===== src/rtl/irq_enable_pkg.sv =====
// Constants shared by the interrupt enable and flag logic
package irq_enable_pkg;

  // ****************************************************************
  // Register byte addresses
  // ****************************************************************
  localparam logic [7:0] core_ctrl_addr_a = 8'h0b;
  localparam logic [7:0] core_ctrl_addr_b = 8'h8b;
  localparam logic [7:0] periph_en_addr = 8'h8c;
  localparam logic [7:0] periph_flag_addr = 8'h0c;
  localparam logic [7:0] irq_status_addr = 8'h40;
  localparam logic [7:0] irq_mask_addr = 8'h44;

  // ****************************************************************
  // Field positions of core_irq_control
  // ****************************************************************
  localparam int global_request_enable_bit = 7;
  localparam int peripheral_group_enable_bit = 6;
  localparam int timer0_overflow_en_bit = 5;
  localparam int edge_pin_en_bit = 4;
  localparam int port_change_en_bit = 3;
  localparam int timer0_overflow_flag_bit = 2;
  localparam int edge_pin_flag_bit = 1;
  localparam int port_change_flag_bit = 0;

  // ****************************************************************
  // Field positions of peripheral_irq_enables and peripheral_irq_flags
  // ****************************************************************
  localparam int parallel_slave_bit = 7;
  localparam int conversion_done_bit = 6;
  localparam int serial_rx_bit = 5;
  localparam int serial_tx_bit = 4;
  localparam int sync_serial_bit = 3;
  localparam int capture_compare_bit = 2;
  localparam int timer2_match_bit = 1;
  localparam int timer1_overflow_bit = 0;

  // ****************************************************************
  // Reset values and status layout
  // ****************************************************************
  localparam logic [7:0] core_ctrl_reset = 8'h00;
  localparam logic [7:0] periph_en_reset = 8'h00;
  localparam logic [7:0] periph_flag_reset = 8'h00;
  localparam logic [1:0] irq_status_reset = 2'h0;
  localparam logic [1:0] irq_mask_reset = 2'h0;
  localparam int status_core_req_bit = 0;
  localparam int status_periph_req_bit = 1;

  // Bus slave states
  typedef enum logic [1:0] {
    bus_idle = 2'b01,
    bus_ack = 2'b10
  } bus_state_type;

endpackage


===== src/rtl/change_detect.sv =====
// Synchroniser and change detector for external event pins
`timescale 1ns/1ps
module change_detect #(
  parameter int width = 1
) (
  input wire logic ref_clk,
  input wire logic resetn,
  input wire logic [width-1:0] pin_in,
  output logic [width-1:0] rise,
  output logic [width-1:0] fall
);

  logic [width-1:0] meta_q;
  logic [width-1:0] sync_q;
  logic [width-1:0] last_q;
  logic [2:0] armed_q;

  // ****************************************************************
  // Two-stage synchroniser, then one history stage
  // ****************************************************************
  always_ff @(posedge ref_clk or negedge resetn) begin
    if (!resetn) begin
      meta_q <= '0;
      sync_q <= '0;
      last_q <= '0;
    end else begin
      meta_q <= pin_in;
      sync_q <= meta_q;
      last_q <= sync_q;
    end
  end

  // Edges count only once the pipeline has refilled after reset, so a pin already
  // high at release gives no false edge; only a change before the first clock after release is missed
  always_ff @(posedge ref_clk or negedge resetn) begin
    if (!resetn) begin
      armed_q <= 3'h0;
    end else begin
      armed_q <= {armed_q[1:0], 1'b1};
    end
  end

  assign rise = sync_q & ~last_q & {width{armed_q[2]}};
  assign fall = ~sync_q & last_q & {width{armed_q[2]}};

endmodule


===== src/rtl/mcu_irq_enable_logic.sv =====
// Interrupt enable and flag logic with a classic Wishbone register slave
//
// Register access over Wishbone is this design's own decision.
`timescale 1ns/1ps
module mcu_irq_enable_logic (
  input wire logic ref_clk,
  input wire logic resetn,
  input wire logic wb_cyc_i,
  input wire logic wb_stb_i,
  input wire logic wb_we_i,
  input wire logic [7:0] wb_adr_i,
  input wire logic [3:0] wb_sel_i,
  input wire logic [31:0] wb_dat_i,
  output logic [31:0] wb_dat_o,
  output logic wb_ack_o,
  output logic wb_err_o,
  input wire logic timer0_overflow,
  input wire logic external_edge_pin,
  input wire logic edge_rising,
  input wire logic [3:0] port_upper_pins,
  input wire logic [7:0] peripheral_events,
  input wire logic [7:0] peripheral_levels,
  output logic core_request,
  output logic irq
);
  import irq_enable_pkg::*;

  logic [4:0] core_en_q;
  logic t0_flag_q;
  logic edge_flag_q;
  logic port_flag_q;
  logic [7:0] core_ctrl;
  logic core_bit0_undef_q;
  logic [7:0] periph_en_q;
  logic [7:0] periph_flag_q;
  logic [1:0] irq_status_q;
  logic [1:0] irq_mask_q;
  bus_state_type bus_q;
  logic [31:0] rdata_q;
  logic [31:0] rdata_d;
  logic err_q;
  logic edge_rise;
  logic edge_fall;
  logic [3:0] port_rise;
  logic [3:0] port_fall;
  logic edge_event;
  logic port_event;
  logic core_req;
  logic periph_req;
  logic [7:0] periph_pairs;
  logic [1:0] req_prev_q;
  logic [1:0] req_rise;
  logic bus_req;
  logic wr_stb;
  logic hit_core;
  logic hit_en;
  logic hit_flag;
  logic hit_status;
  logic hit_mask;
  logic mapped;
  logic [7:0] wbyte;
  logic core_wr;
  logic en_wr;
  logic flag_wr;
  logic status_wr;
  logic mask_wr;

  // ****************************************************************
  // Address decode
  // ****************************************************************
  function automatic logic addr_hit(input logic [7:0] adr, input logic [7:0] reg_addr);
    addr_hit = (adr == reg_addr);
  endfunction

  assign bus_req = wb_cyc_i && wb_stb_i && (bus_q == bus_idle);
  assign hit_core = addr_hit(wb_adr_i, core_ctrl_addr_a) ||
                    addr_hit(wb_adr_i, core_ctrl_addr_b);
  assign hit_en = addr_hit(wb_adr_i, periph_en_addr);
  assign hit_flag = addr_hit(wb_adr_i, periph_flag_addr);
  assign hit_status = addr_hit(wb_adr_i, irq_status_addr);
  assign hit_mask = addr_hit(wb_adr_i, irq_mask_addr);
  assign mapped = hit_core || hit_en || hit_flag || hit_status || hit_mask;
  assign wr_stb = bus_req && wb_we_i && wb_sel_i[0] && mapped;
  assign wbyte = wb_dat_i[7:0];

  // ****************************************************************
  // Register write strobes
  // ****************************************************************
  // Writes land at the edge the request is taken; only byte lane 0 holds a register
  assign core_wr = wr_stb && hit_core;
  assign en_wr = wr_stb && hit_en;
  assign flag_wr = wr_stb && hit_flag;
  assign status_wr = wr_stb && hit_status;
  assign mask_wr = wr_stb && hit_mask;

  // ****************************************************************
  // Event sources
  // ****************************************************************
  change_detect #(
    .width(1)
  ) edge_sync (
    .ref_clk(ref_clk),
    .resetn(resetn),
    .pin_in(external_edge_pin),
    .rise(edge_rise),
    .fall(edge_fall)
  );

  change_detect #(
    .width(4)
  ) port_sync (
    .ref_clk(ref_clk),
    .resetn(resetn),
    .pin_in(port_upper_pins),
    .rise(port_rise),
    .fall(port_fall)
  );

  // Edge polarity lives in another register, so it arrives as a plain input
  assign edge_event = edge_rising ? edge_rise : edge_fall;
  assign port_event = |(port_rise | port_fall);

  // ****************************************************************
  // Core control register
  // ****************************************************************
  // Event set wins over a software write in the same cycle, so an event that
  // lands while software clears its flag is never lost
  function automatic logic sticky_next(input logic q, input logic hw_set, input logic sw_wr,
                                       input logic sw_bit);
    if (hw_set) begin
      sticky_next = 1'b1;
    end else if (sw_wr) begin
      sticky_next = sw_bit;
    end else begin
      sticky_next = q;
    end
  endfunction

  // Enables change only under software control
  always_ff @(posedge ref_clk or negedge resetn) begin
    if (!resetn) begin
      core_en_q <= core_ctrl_reset[7:3];
    end else if (core_wr) begin
      core_en_q <= wbyte[7:3];
    end
  end

  always_ff @(posedge ref_clk or negedge resetn) begin
    if (!resetn) begin
      t0_flag_q <= core_ctrl_reset[timer0_overflow_flag_bit];
    end else begin
      t0_flag_q <= sticky_next(t0_flag_q, timer0_overflow, core_wr,
                               wbyte[timer0_overflow_flag_bit]);
    end
  end

  always_ff @(posedge ref_clk or negedge resetn) begin
    if (!resetn) begin
      edge_flag_q <= core_ctrl_reset[edge_pin_flag_bit];
    end else begin
      edge_flag_q <= sticky_next(edge_flag_q, edge_event, core_wr,
                                 wbyte[edge_pin_flag_bit]);
    end
  end

  always_ff @(posedge ref_clk or negedge resetn) begin
    if (!resetn) begin
      port_flag_q <= core_ctrl_reset[port_change_flag_bit];
    end else begin
      port_flag_q <= sticky_next(port_flag_q, port_event, core_wr,
                                 wbyte[port_change_flag_bit]);
    end
  end

  assign core_ctrl = {core_en_q, t0_flag_q, edge_flag_q, port_flag_q};

  // ****************************************************************
  // Undefined bit 0 tracking
  // ****************************************************************
  // Bit 0 reads undefined until first set or write; it is modelled as a known zero
  always_ff @(posedge ref_clk or negedge resetn) begin
    if (!resetn) begin
      core_bit0_undef_q <= 1'b1;
    end else if (port_event || core_wr) begin
      core_bit0_undef_q <= 1'b0;
    end
  end

  // ****************************************************************
  // Peripheral enables and flags
  // ****************************************************************
  always_ff @(posedge ref_clk or negedge resetn) begin
    if (!resetn) begin
      periph_en_q <= periph_en_reset;
    end else if (en_wr) begin
      periph_en_q <= wbyte;
    end
  end

  // Receive and transmit flags follow their buffer levels and are read-only
  always_ff @(posedge ref_clk or negedge resetn) begin
    if (!resetn) begin
      periph_flag_q <= periph_flag_reset;
    end else begin
      for (int i = 0; i < 8; i++) begin
        if (i == serial_rx_bit || i == serial_tx_bit) begin
          periph_flag_q[i] <= peripheral_levels[i];
        end else begin
          periph_flag_q[i] <= sticky_next(periph_flag_q[i], peripheral_events[i], flag_wr,
                                          wbyte[i]);
        end
      end
    end
  end

  // ****************************************************************
  // Request toward the core
  // ****************************************************************
  // Absent units must have their enable kept clear by software
  assign periph_pairs = periph_flag_q & periph_en_q;

  always_comb begin
    core_req = (core_ctrl[timer0_overflow_en_bit] && core_ctrl[timer0_overflow_flag_bit]) ||
               (core_ctrl[edge_pin_en_bit] && core_ctrl[edge_pin_flag_bit]) ||
               (core_ctrl[port_change_en_bit] && core_ctrl[port_change_flag_bit]);
    periph_req = core_ctrl[peripheral_group_enable_bit] && (|periph_pairs);
  end

  // Stale flags raise a request at once when enabled; software clears first
  assign core_request = core_ctrl[global_request_enable_bit] &&
                        (core_req || periph_req);

  // ****************************************************************
  // Sticky status, mask and interrupt output
  // ****************************************************************
  always_ff @(posedge ref_clk or negedge resetn) begin
    if (!resetn) begin
      req_prev_q <= 2'h0;
    end else begin
      req_prev_q <= {periph_req, core_req};
    end
  end

  // Status catches group request edges and ignores the global enable
  assign req_rise = {periph_req, core_req} & ~req_prev_q;

  always_ff @(posedge ref_clk or negedge resetn) begin
    if (!resetn) begin
      irq_status_q <= irq_status_reset;
    end else begin
      for (int i = 0; i < 2; i++) begin
        if (req_rise[i]) begin
          irq_status_q[i] <= 1'b1;
        end else if (status_wr && wbyte[i]) begin
          irq_status_q[i] <= 1'b0;
        end
      end
    end
  end

  always_ff @(posedge ref_clk or negedge resetn) begin
    if (!resetn) begin
      irq_mask_q <= irq_mask_reset;
    end else if (mask_wr) begin
      irq_mask_q <= wbyte[1:0];
    end
  end

  assign irq = |(irq_status_q & irq_mask_q);

  // ****************************************************************
  // Wishbone slave
  // ****************************************************************
  always_ff @(posedge ref_clk or negedge resetn) begin
    if (!resetn) begin
      bus_q <= bus_idle;
    end else begin
      // A request is taken only from idle, so each one gets at most one answer
      case (bus_q)
        bus_idle: begin
          if (wb_cyc_i && wb_stb_i) begin
            bus_q <= bus_ack;
          end
        end
        bus_ack: begin
          bus_q <= bus_idle;
        end
        default: begin
          bus_q <= bus_idle;
        end
      endcase
    end
  end

  // ****************************************************************
  // Read data
  // ****************************************************************
  // Captured when the request is taken, so it stands through the answer cycle
  always_comb begin
    rdata_d = 32'h0000_0000;
    if (hit_core) begin
      rdata_d[7:0] = {core_ctrl[7:1], core_ctrl[port_change_flag_bit] & ~core_bit0_undef_q};
    end else if (hit_en) begin
      rdata_d[7:0] = periph_en_q;
    end else if (hit_flag) begin
      rdata_d[7:0] = periph_flag_q;
    end else if (hit_status) begin
      rdata_d[1:0] = irq_status_q;
    end else if (hit_mask) begin
      rdata_d[1:0] = irq_mask_q;
    end
  end

  always_ff @(posedge ref_clk or negedge resetn) begin
    if (!resetn) begin
      rdata_q <= 32'h0000_0000;
      err_q <= 1'b0;
    end else if (bus_req) begin
      err_q <= !mapped;
      rdata_q <= rdata_d;
    end
  end

  // The answer is gated by the live strobe, so a withdrawn request sees none
  assign wb_ack_o = (bus_q == bus_ack) && !err_q && wb_cyc_i && wb_stb_i;
  assign wb_err_o = (bus_q == bus_ack) && err_q && wb_cyc_i && wb_stb_i;
  assign wb_dat_o = rdata_q;

endmodule


===== config.mk =====
export PLATFORM = sky130hd
export DESIGN_NAME = mcu_irq_enable_logic
export DESIGN_NICKNAME = d
export VERILOG_FILES = /design/src/rtl/irq_enable_pkg.sv /design/src/rtl/change_detect.sv /design/src/rtl/mcu_irq_enable_logic.sv
export SDC_FILE = /design/constraint.sdc
export NUM_CORES = 1
export LEC_CHECK = 0
export ABC_AREA = 1
export BUFFER_PORTS_ARGS = -buffer_cell sky130_fd_sc_hd__buf_2
export CAP_MARGIN = 10
export CELL_PAD_IN_SITES_DETAIL_PLACEMENT = 0
export CELL_PAD_IN_SITES_GLOBAL_PLACEMENT = 2
export CORE_ASPECT_RATIO = 2
export CORE_MARGIN = 1.5
export CORE_UTILIZATION = 30
export DETAILED_ROUTE_END_ITERATION = 16
export GPL_TIMING_DRIVEN = 0
export PLACE_DENSITY_LB_ADDON = 0.15
export SLEW_MARGIN = 40
export SYNTH_ARGS = -nofsm -noshare
export SYNTH_HDL_FRONTEND = slang
export SYNTH_SLANG_ARGS = --single-unit

===== constraint.sdc =====
create_clock -name ref_clk -period 4.5 [get_ports ref_clk]
set_input_delay 0.225 -clock ref_clk [delete_from_list [all_inputs] [get_ports ref_clk]]
set_output_delay 0.225 -clock ref_clk [all_outputs]
set_load 0.01 [all_outputs]

==> metrics.txt, run 1 <==
Placeable Area slightly below 10000 um2; GRT Residual Overflow 0; most frequent CP cell nand2_1; Distinct cells, synth 34; drt wl/cell 13.2 um; Worst Max-Slew Pin Slew roughly 0.56 ns; Commonest cells post-synth 75 x nand2_1, 58 x dfrtp_1, 32 x inv_1; placed cell count between 500 and 600; CP max stage delay 0.56 ns; standard-cell rows 51; overall global routing resource usage 15.0%; Final Util between 30% and 40%; most frequent cell after synthesis nand2_1; postcts setup bufs 0; Max Cap Viol 0; IO buf count 48; WP data required between 4 and 5 ns; Root Buffer Master clkbuf_16; #FFs+latches synth 60; crit path cell chain nand4_4, inv_2, nand2_2, nor2_8, buf_4, nand4_1, nand2_1, nand2_1; first-pass GRT wire length around 11 mm; Reg2Reg Depth 8; GP Congestion around 0.79; worst hold path depth 1; number of inserted diodes 0; crit-path max FO 10; YS warnings 0; Clock Sinks 60; Leakage ~2.0 nW; vias in the first global route between 2000 and 2500; fin. max-slew vios 0; syn_area_per_cell slightly above 9 um2; area occupied by multi-input gates roughly 1200 um2; DRT Pass-1 Iters 4; outcome finished, final reports clean; largest net degree at the start of global routing between 60 and 70; Final ANT Viol Nets 0; DP HPWL approximately 5.6 mm; Seq/Total Area, Yosys 50.8%; maximum VDD drop ~0.29 mV; fin crit period between 1.5 and 2 ns; fin cells roughly 540; Post-synth EDFFs 0; die footprint between 10000 and 15000 um2; Most used DFF post-synth dfrtp_1; nets roughly 480; initial antenna violation count 0; fmax about 570 MHz; via count about 2300; Synth top area share approximately half; Synth area leader dfrtp_1; die span in y 143 um; Clock Pin Slew Worst Setup and Hold Paths about 0.050 ns; DRC errors left 0; H-Tree Depth 3; FILL cells slightly above 1000; Ports ~110; clk_skew approximately 0.009 ns; Rel. slew slack roughly 63%; RSZ-0062 raised after global routing no; FF/Latch Area about 1500 um2; top cells by area, synth dfrtp_1 49%, nand2_1 9.5%, buf_4 6.8%, inv_1 4.1%, o21ai_2 3.8%; Mapped Cells 317; Setup TNS 0 ns; Initial DRC Count 95; Async SR Flop Fraction 100%; final hold vios 0; pre-CTS WS roughly 2.7 ns; CTS tree done; Hold Crit Class in -> reg; reg-to-reg slack, setup ~2.8 ns; CP Launch Type flip-flop; WHS ~0.013 ns; Tcrit/Tclk final about two fifths; CP arrival a little under 2 ns; PD cells 348 nW/um2; endpoints failing setup 0; DR vias/cell roughly 4.2; share of cells above drive strength 1 33.0%; worst setup path category reg -> reg; final worst setup slack 2.76 ns; Layout area overhead 28.1%; final WL between 7 and 8 mm; post-synthesis cell area 2960 um2; CTS Buf Count 9; crit path max-delay cell type dfstp_2; CP Capture Type flip-flop; worst skew pair latency roughly 0.32 ns; clk buf depth 2; Die X around 73 um; Starting Density a little under a third
==> path summary, 6_finish.rpt <==
check / start / end
setup reg to reg: bus_q[0]$_DFFE_PN1P_ / irq_status_q[1]$_DFFE_PN0P_
hold / removal: port_upper_pins[0] / port_sync.meta_q[0]$_DFF_PN0_
min in group asynchronous: resetn / irq_mask_q[1]$_DFFE_PN0P_
setup / recovery: bus_q[0]$_DFFE_PN1P_ / irq_status_q[1]$_DFFE_PN0P_
max in group asynchronous: resetn / bus_q[0]$_DFFE_PN1P_
hold reg to reg: port_sync.meta_q[2]$_DFF_PN0_ / port_sync.sync_q[2]$_DFF_PN0_
==> report_power, final <==
part | internal, W | switching [W]
logic | 0.0000506 | 0.0000682
clock network | 0.000415 | 0.000216
registers | 0.000562 | 0.0000103
==> cell usage in the layout, fill, tap and decap left out, types with 2 or more instances in the layout <==
| cell | instances |
|---|---|
| nor2_1 | 21 |
| xnor2_1 | 2 |
| xor2_1 | 2 |
| buf_4 | 27 |
| o21ai_2 | 13 |
| dlygate4sd3_1 | 5 |
| nand3b_1 | 9 |
| dfstp_2 | 2 |
| a21oi_1 | 2 |
| o21ai_0 | 3 |
| clkbuf_1 | 2 |
| nor4_1 | 2 |
| a22o_1 | 2 |
| clkbuf_8 | 3 |
| buf_2 | 48 |
| nand4_1 | 11 |
| o21ai_1 | 3 |
| nor2_8 | 2 |
| clkinv_2 | 2 |
| inv_2 | 4 |
| nor2_4 | 6 |
| o22ai_1 | 6 |
| nand2_2 | 7 |
| dfrtp_1 | 58 |
| nor2_2 | 2 |
| conb_1 | 25 |
| clkbuf_16 | 9 |
| nand2_1 | 75 |
| nand2_4 | 2 |
| buf_6 | 3 |
| inv_1 | 32 |
| nand3_1 | 12 |
==> sequential cells by signal, indices dropped and copies added, names as in the netlist, 2 cells and up <==
signal / count
periph_en_q: 8
periph_flag_q: 8
wb_dat_o: 8
core_en_q: 5
port_sync.last_q: 4
port_sync.meta_q: 4
port_sync.sync_q: 4
bus_q: 2
irq_mask_q: 2
irq_status_q: 2
port_sync.armed_q: 2
req_prev_q: 2
==> per-stage QoR <==
stage,total power (W),area [um2]
final,0.00132,3790
after global routing,0.00138,3790
after CTS,0.00134,3770
after detailed placement,0.000698,3450
after global placement,0.000695,3450
after floorplan,0.000646,3050
==> layer usage <==
metal	vias up	part of all wire [%]	track usage, %
met3	8	3.4	3.16
met2	52	59	28.9
met1	1053	35	14.2
li1	1138	-	-
met4	0	2.0	7.35
met5	-	0	0
==> area by class of cell <==
| class | instances | area share (%) |
|---|---|---|
| flip-flops and latches | 60 | 39.7 |
| multi-input cells | 213 | 30.9 |
| repair buffers | 53 | 7.82 |
| clock buffers | 14 | 7.23 |
| plain buffers | 30 | 6.07 |
| well taps | 132 | 4.35 |
| inverters | 37 | 3.66 |
| clock inverters | 2 | 0.264 |
==> cell families after synthesis <==
family,synth area share (%)
xor gates and xnor gates,1.18
AOI/OAI and AO/OA,7.06
DFF,50.8
and+or+nand+nor,28.2
other,0.254
buffers and inverters,12.5
==> worst max-delay path: cells and delay by family (launching register included) <==
family                 cells  cell delay, ns
buffers and inverters      2            0.39
DFF                        1            0.56
and+or+nand+nor            6            0.68
==> timing repair <==
item / CTS / global route
hold buffers: 3 / 2
hold endpoints to repair: 3 / 59
resized for setup: 0 / 0
Power figures use the tool's default switching activity.
==> run 2, diff against run 1 <==
--- a/config.mk
+++ b/config.mk
@@ -5,14 +5,14 @@
 export SDC_FILE = /design/constraint.sdc
 export NUM_CORES = 1
 export LEC_CHECK = 0
-export ABC_AREA = 1
+export ABC_AREA = 0
 export BUFFER_PORTS_ARGS = -buffer_cell sky130_fd_sc_hd__buf_2
 export CAP_MARGIN = 10
 export CELL_PAD_IN_SITES_DETAIL_PLACEMENT = 0
 export CELL_PAD_IN_SITES_GLOBAL_PLACEMENT = 2
 export CORE_ASPECT_RATIO = 2
 export CORE_MARGIN = 1.5
-export CORE_UTILIZATION = 30
+export CORE_UTILIZATION = 27
 export DETAILED_ROUTE_END_ITERATION = 16
 export GPL_TIMING_DRIVEN = 0
 export PLACE_DENSITY_LB_ADDON = 0.15
==> constraint.sdc (replaced) <==
create_clock -name ref_clk -period 1.5 [get_ports ref_clk]
set_input_delay 0.075 -clock ref_clk [delete_from_list [all_inputs] [get_ports ref_clk]]
set_output_delay 0.075 -clock ref_clk [all_outputs]
set_load 0.01 [all_outputs]
==> run 2 against run 1 <==
Against the previous run:
- via count shrank 10%
- clock power grew to 3.4 times the previous value
- final cell count is 12% lower
- sequential cell count unchanged
- synthesized area decreased by 9.9%
- largest power group unchanged
- the flow now finishes with violations (negative setup slack)
- combinational power grew to 2.9 times the previous value
- design area is 3.9% higher
- utilization is 1.3 points higher
- clock skew decreased by 0.0025 ns
- synthesized cell count fell by 31%
- sequential share of layout area fell by 1.5 points
- routed wire length fell by 6.2%
==> metrics.txt, run 2 <==
CP Launch Type flip-flop; H-Tree Depth 3; number of inserted diodes 0; endpoints failing setup 25; Mapped Cells 220; Rel. slew slack between 60% and 70%; Clock Pin Slew Worst Setup and Hold Paths about 0.050 ns; Placeable Area a little under 10000 um2; crit-path max FO 5; final worst setup slack -0.155 ns; GRT Residual Overflow 0; fin cells ~480; overall global routing resource usage around 13%; Final ANT Viol Nets 0; worst skew pair latency between 0.3 and 0.4 ns; first-pass GRT wire length around 10 mm; GP Congestion 0.732; failing checks negative setup slack; area occupied by multi-input gates 1100 um2; Initial DRC Count between 90 and 100; Post-synth EDFFs 0; Commonest cells post-synth 58 x dfrtp_1, 24 x buf_4, 16 x mux2_2; top cells by area, synth dfrtp_1 54%, buf_4 6.8%, mux2_2 6.8%, mux2i_1 3.0%, a211o_1 2.3%; CP Capture Type flip-flop; Max Cap Viol 0; Distinct cells, synth 42; post-synthesis cell area about 2700 um2; via count slightly above 2000; CTS tree done; DRT Pass-1 Iters 5; Most used DFF post-synth dfrtp_1; worst setup path category reg -> reg; die span in y 144 um; Root Buffer Master clkbuf_16; Die X 73.3 um; CP arrival approximately 1.9 ns; Final Util 40.6%; IO buf count 47; PD cells 1050 nW/um2; Ports approximately 110; final WL between 6 and 7 mm; Worst Max-Slew Pin Slew 0.592 ns; WP data required 1.70 ns; Hold Crit Class in -> reg; most frequent cell after synthesis dfrtp_1; nets around 410; DR vias/cell between 4 and 5; fmax around 600 MHz; outcome finished, violations left; die footprint 10500 um2; final hold vios 0; Synth top area share 54.4%; Tcrit/Tclk final 110%; Clock Sinks 60; pre-CTS WS -0.839 ns; drt wl/cell approximately 14 um; Synth area leader dfrtp_1; maximum VDD drop slightly above 0.6 mV; most frequent cells in the layout 58 x dfrtp_1, 48 x buf_2, 40 x buf_4; CTS Buf Count 9; FF/Latch Area about 1500 um2; Seq/Total Area, Yosys between 50 and 60%; Setup TNS -2.84 ns; fin crit period 1.65 ns; commonest non-fill, non-tap cell in the layout dfrtp_1; YS warnings 0; RSZ-0062 raised after global routing yes; initial antenna violation count 0; clk buf depth 2; Starting Density 27.5%; DP HPWL 4.72 mm; largest net degree at the start of global routing 61; #FFs+latches synth 60; share of cells above drive strength 1 ~42%; FILL cells 1021; placed cell count between 400 and 500; Layout area overhead 47.8%; Leakage 1.88 nW; vias in the first global route about 2000; DRC errors left 0; standard-cell rows 51; clk_skew 0.00650 ns; Async SR Flop Fraction 100%; syn_area_per_cell ~12 um2; fin. max-slew vios 0
==> run 2: critical path, stage by stage, from the launching register on <==
cell,delay [ns]
dfstp_2,0.52
nand4b_1,0.10
buf_6,0.16
nor4_4,0.25
buf_6,0.21
mux2_4,0.30
==> run 2: timing repair <==
action / in CTS / in global routing
hold endpoints to repair: 74 / 0
pin swaps: 7 / 3
setup buffers: 15 / 6
cloned: 1 / 0
endpoints found under the setup margin: 37 / 35
hold buffers: 17 / 0
gates resized for setup: 18 / 8
==> run 2: per-layer routing <==
layer  GRT usage, %  share of wire, %  vias up
met5              0                 0        -
met4           5.36               1.1        0
met3           3.30               3.6        5
met2           25.3                58       52
met1           13.6                38      982
li1               -                 -      981
==> run 2: cell type report <==
type / count / area share [%]
repair buffers: 85 / 15.1
clock buffers: 11 / 6.41
inverters: 5 / 0.476
plain buffers: 31 / 6.10
well taps: 132 / 4.19
multi-input cells: 147 / 28.0
flip-flops and latches: 60 / 38.2
clock inverters: 5 / 1.52
==> run 2: final timing paths <==
| check | startpoint | depth (start not counted) | endpoint | slack, ns |
|---|---|---|---|---|
| max | bus_q[0]$_DFFE_PN1P_ | 5 | core_en_q[0]$_DFFE_PN0P_ | -0.15 |
| min | wb_dat_i[6] | 2 | periph_flag_q[6]$_DFFE_PN0P_ | 0.002 |
| max reg2reg | bus_q[0]$_DFFE_PN1P_ | 5 | core_en_q[0]$_DFFE_PN0P_ | -0.15 |
| min reg2reg | port_sync.armed_q[0]$_DFF_PN0_ | 0 | port_sync.armed_q[1]$_DFF_PN0_ | 0.34 |
| max in group asynchronous | resetn | 2 | t0_flag_q$_DFFE_PN0P_ | 0.81 |
| min in group asynchronous | resetn | 2 | irq_mask_q[1]$_DFFE_PN0P_ | 0.29 |
==> run 2: per-stage QoR <==
step / cell area [um2] / total power (W) / hold WS, ns
after CTS: 3880 / 0.00419 / 0.00312
after detailed placement: 3200 / 0.00200 / 0.184
after global placement: 3190 / 0.00199 / 0.183
after floorplan: 2790 / 0.00187 / -0.221
final: 3940 / 0.00415 / 0.00246
after global routing: 3940 / 0.00430 / 0.0124
==> run 2: power by group <==
part	total, W	leakage [nW]	internal, W	switching [W]
clock network	0.00212	0.152	0.00138	0.000739
registers	0.00169	0.724	0.00166	0.0000218
logic	0.000344	1.00	0.000172	0.000172
total	0.00415	1.88	0.00321	0.000932
==> run 2: cells by family after synthesis <==
family,synth area share [%]
XOR/XNOR,1.31
flip-flops,56.4
AO/OA/AOI/OAI,10.3
multiplexers,10.6
buffers and inverters,8.87
other,0.282
AND/OR/NAND/NOR,12.2
==> run 3, diff against run 2 <==
--- a/config.mk
+++ b/config.mk
@@ -10,7 +10,6 @@
 export CAP_MARGIN = 10
 export CELL_PAD_IN_SITES_DETAIL_PLACEMENT = 0
 export CELL_PAD_IN_SITES_GLOBAL_PLACEMENT = 2
-export CORE_ASPECT_RATIO = 2
 export CORE_MARGIN = 1.5
 export CORE_UTILIZATION = 27
 export DETAILED_ROUTE_END_ITERATION = 16
==> run 3 against run 2 <==
Against the previous run:
- the flow still finishes with violations (negative setup slack)
- sequential power about the same
- clock-buffer cell count shrank 2
- hold slack gained 0.059 ns
- design area down 2.5%
- sequential cell count stayed put
- utilization decreased by 0.97 points
- critical path depth is the same
- global-route usage rose by 0.12 points
- register-to-register slack better by 0.05 ns
- non-clock buffer count shrank 1
- clock power is 31% lower
- critical path type unchanged
- critical endpoint is now core_en_q[4]$_DFFE_PN0P_
- largest power group is now sequential cells
==> metrics.txt, run 3 (synthesis results as in run 2) <==
RSZ-0062 raised after global routing yes; worst skew pair latency 0.34 ns; endpoints failing setup 22; CTS Buf Count 9; Clock Sinks 60; clk_skew 0.00805 ns; clk buf depth 2; vias in the first global route 1916; WHS just over 0.06 ns; Die X 102 um; standard-cell rows 36; maximum VDD drop ~0.36 mV; overall global routing resource usage between 10% and 20%; first-pass GRT wire length around 10 mm; Worst Max-Slew Pin Slew ~0.58 ns; Initial DRC Count between 40 and 50; largest net degree at the start of global routing 34; PD cells 908 nW/um2; final hold vios 0; worst setup path category reg -> reg; Starting Density 27.5%; fin cells ~480; commonest non-fill, non-tap cell in the layout dfrtp_1; DRC errors left 0; Hold Crit Class in -> reg; CP Capture Type flip-flop; final WL 6.39 mm; fmax between 600 and 700 MHz; share of cells above drive strength 1 ~41%; drt wl/cell 13.4 um; final worst setup slack -0.102 ns; Layout area overhead 44.1%; Leakage between 1.5 and 2 nW; DP Area 3220 um2; Placeable Area just under 10000 um2; Clock Pin Slew Worst Setup and Hold Paths around 0.07 ns; GP Congestion around 0.7; H-Tree Depth 3; Ports between 100 and 150; CP arrival approximately 1.8 ns; number of inserted diodes 0; Root Buffer Master clkbuf_8; die span in y 102 um; fin crit period 1.60 ns; failing checks negative setup slack; via count slightly below 2000; outcome finished, violations left; WP data required between 1.5 and 2 ns; initial antenna violation count 0; total power draw around 0.0035 W; DRT Pass-1 Iters 4; die footprint 10500 um2; Final ANT Viol Nets 0; placed cell count roughly 420; fin. max-slew vios 0; Rel. slew slack around three fifths; GRT Residual Overflow 0; nets 410; IO buf count 47; crit-path max FO 5; post-route design area between 3000 and 4000 um2; Max Cap Viol 0; DP HPWL 4.46 mm; CP Launch Type flip-flop; most frequent cells in the layout 58 x dfrtp_1, 47 x buf_2, 35 x buf_4; CTS tree done; Tcrit/Tclk final 107%; DR vias/cell about 4.2
run 3: final cells by class:
type	count	area [um2]
tap	133	166
buffer	31	240
multi-input combinational	147	1110
sequential	60	1500
clock buffer	9	124
fill	986	5840
inverter	5	18.8
timing repair buffer	84	599
clock inverter	7	77.6
run 3: worst paths after layout:
check | from | end | slack [ns] | cells past startpoint
min in group asynchronous | resetn | port_sync.meta_q[0]$_DFF_PN0_ | 0.22 | 2
worst max register to register | bus_q[0]$_DFFE_PN1P_ | core_en_q[4]$_DFFE_PN0P_ | -0.10 | 5
worst max-delay path | bus_q[0]$_DFFE_PN1P_ | core_en_q[4]$_DFFE_PN0P_ | -0.10 | 5
worst min-delay path | wb_dat_i[1] | periph_flag_q[1]$_DFFE_PN0P_ | 0.06 | 2
worst min register to register | port_sync.armed_q[0]$_DFF_PN0_ | port_sync.armed_q[1]$_DFF_PN0_ | 0.35 | 0
max in group asynchronous | resetn | wb_dat_o[5]$_DFFE_PN0N_ | 0.75 | 3
run 3: where the power goes:
group / internal, W / switching, W
combinational: 0.000177 / 0.000174
sequential: 0.00166 / 0.0000212
clock: 0.000770 / 0.000685
total: 0.00261 / 0.000880
run 3: stage by stage:
step                util, %  TNS [ns]  worst slack [ns]
detailed placement     33.2    -15.33            -0.826
finish                 39.7     -1.36            -0.102
global route           39.7     -2.97            -0.166
global placement       33.0    -15.70            -0.842
floorplan                 -     -3.93            -0.276
CTS                    39.3     -1.53            -0.116
run 3: what timing repair did:
action / in CTS / in global routing
cloned: 1 / 0
setup endpoints to repair: 37 / 36
hold buffers: 21 / 0
setup buffers: 13 / 1
gates resized for setup: 18 / 13
endpoints found under the hold margin: 54 / 0
pin swaps: 6 / 6
run 3: routing by layer:
metal	vias up	routed length, um	share of wire, %	GRT usage [%]
met4	0	63	0.99	4.43
met2	55	2940	46	20.3
met3	5	339	5.3	5.06
li1	972	-	-	-
met5	-	0	0	0
met1	946	3050	48	18.1
run 3: worst max-delay path: stages, from the launching register on:
cell      delay [ns]
dfstp_2         0.52
nand4b_1        0.10
buf_6           0.16
nor4_4          0.22
buf_6           0.20
mux2_4          0.30
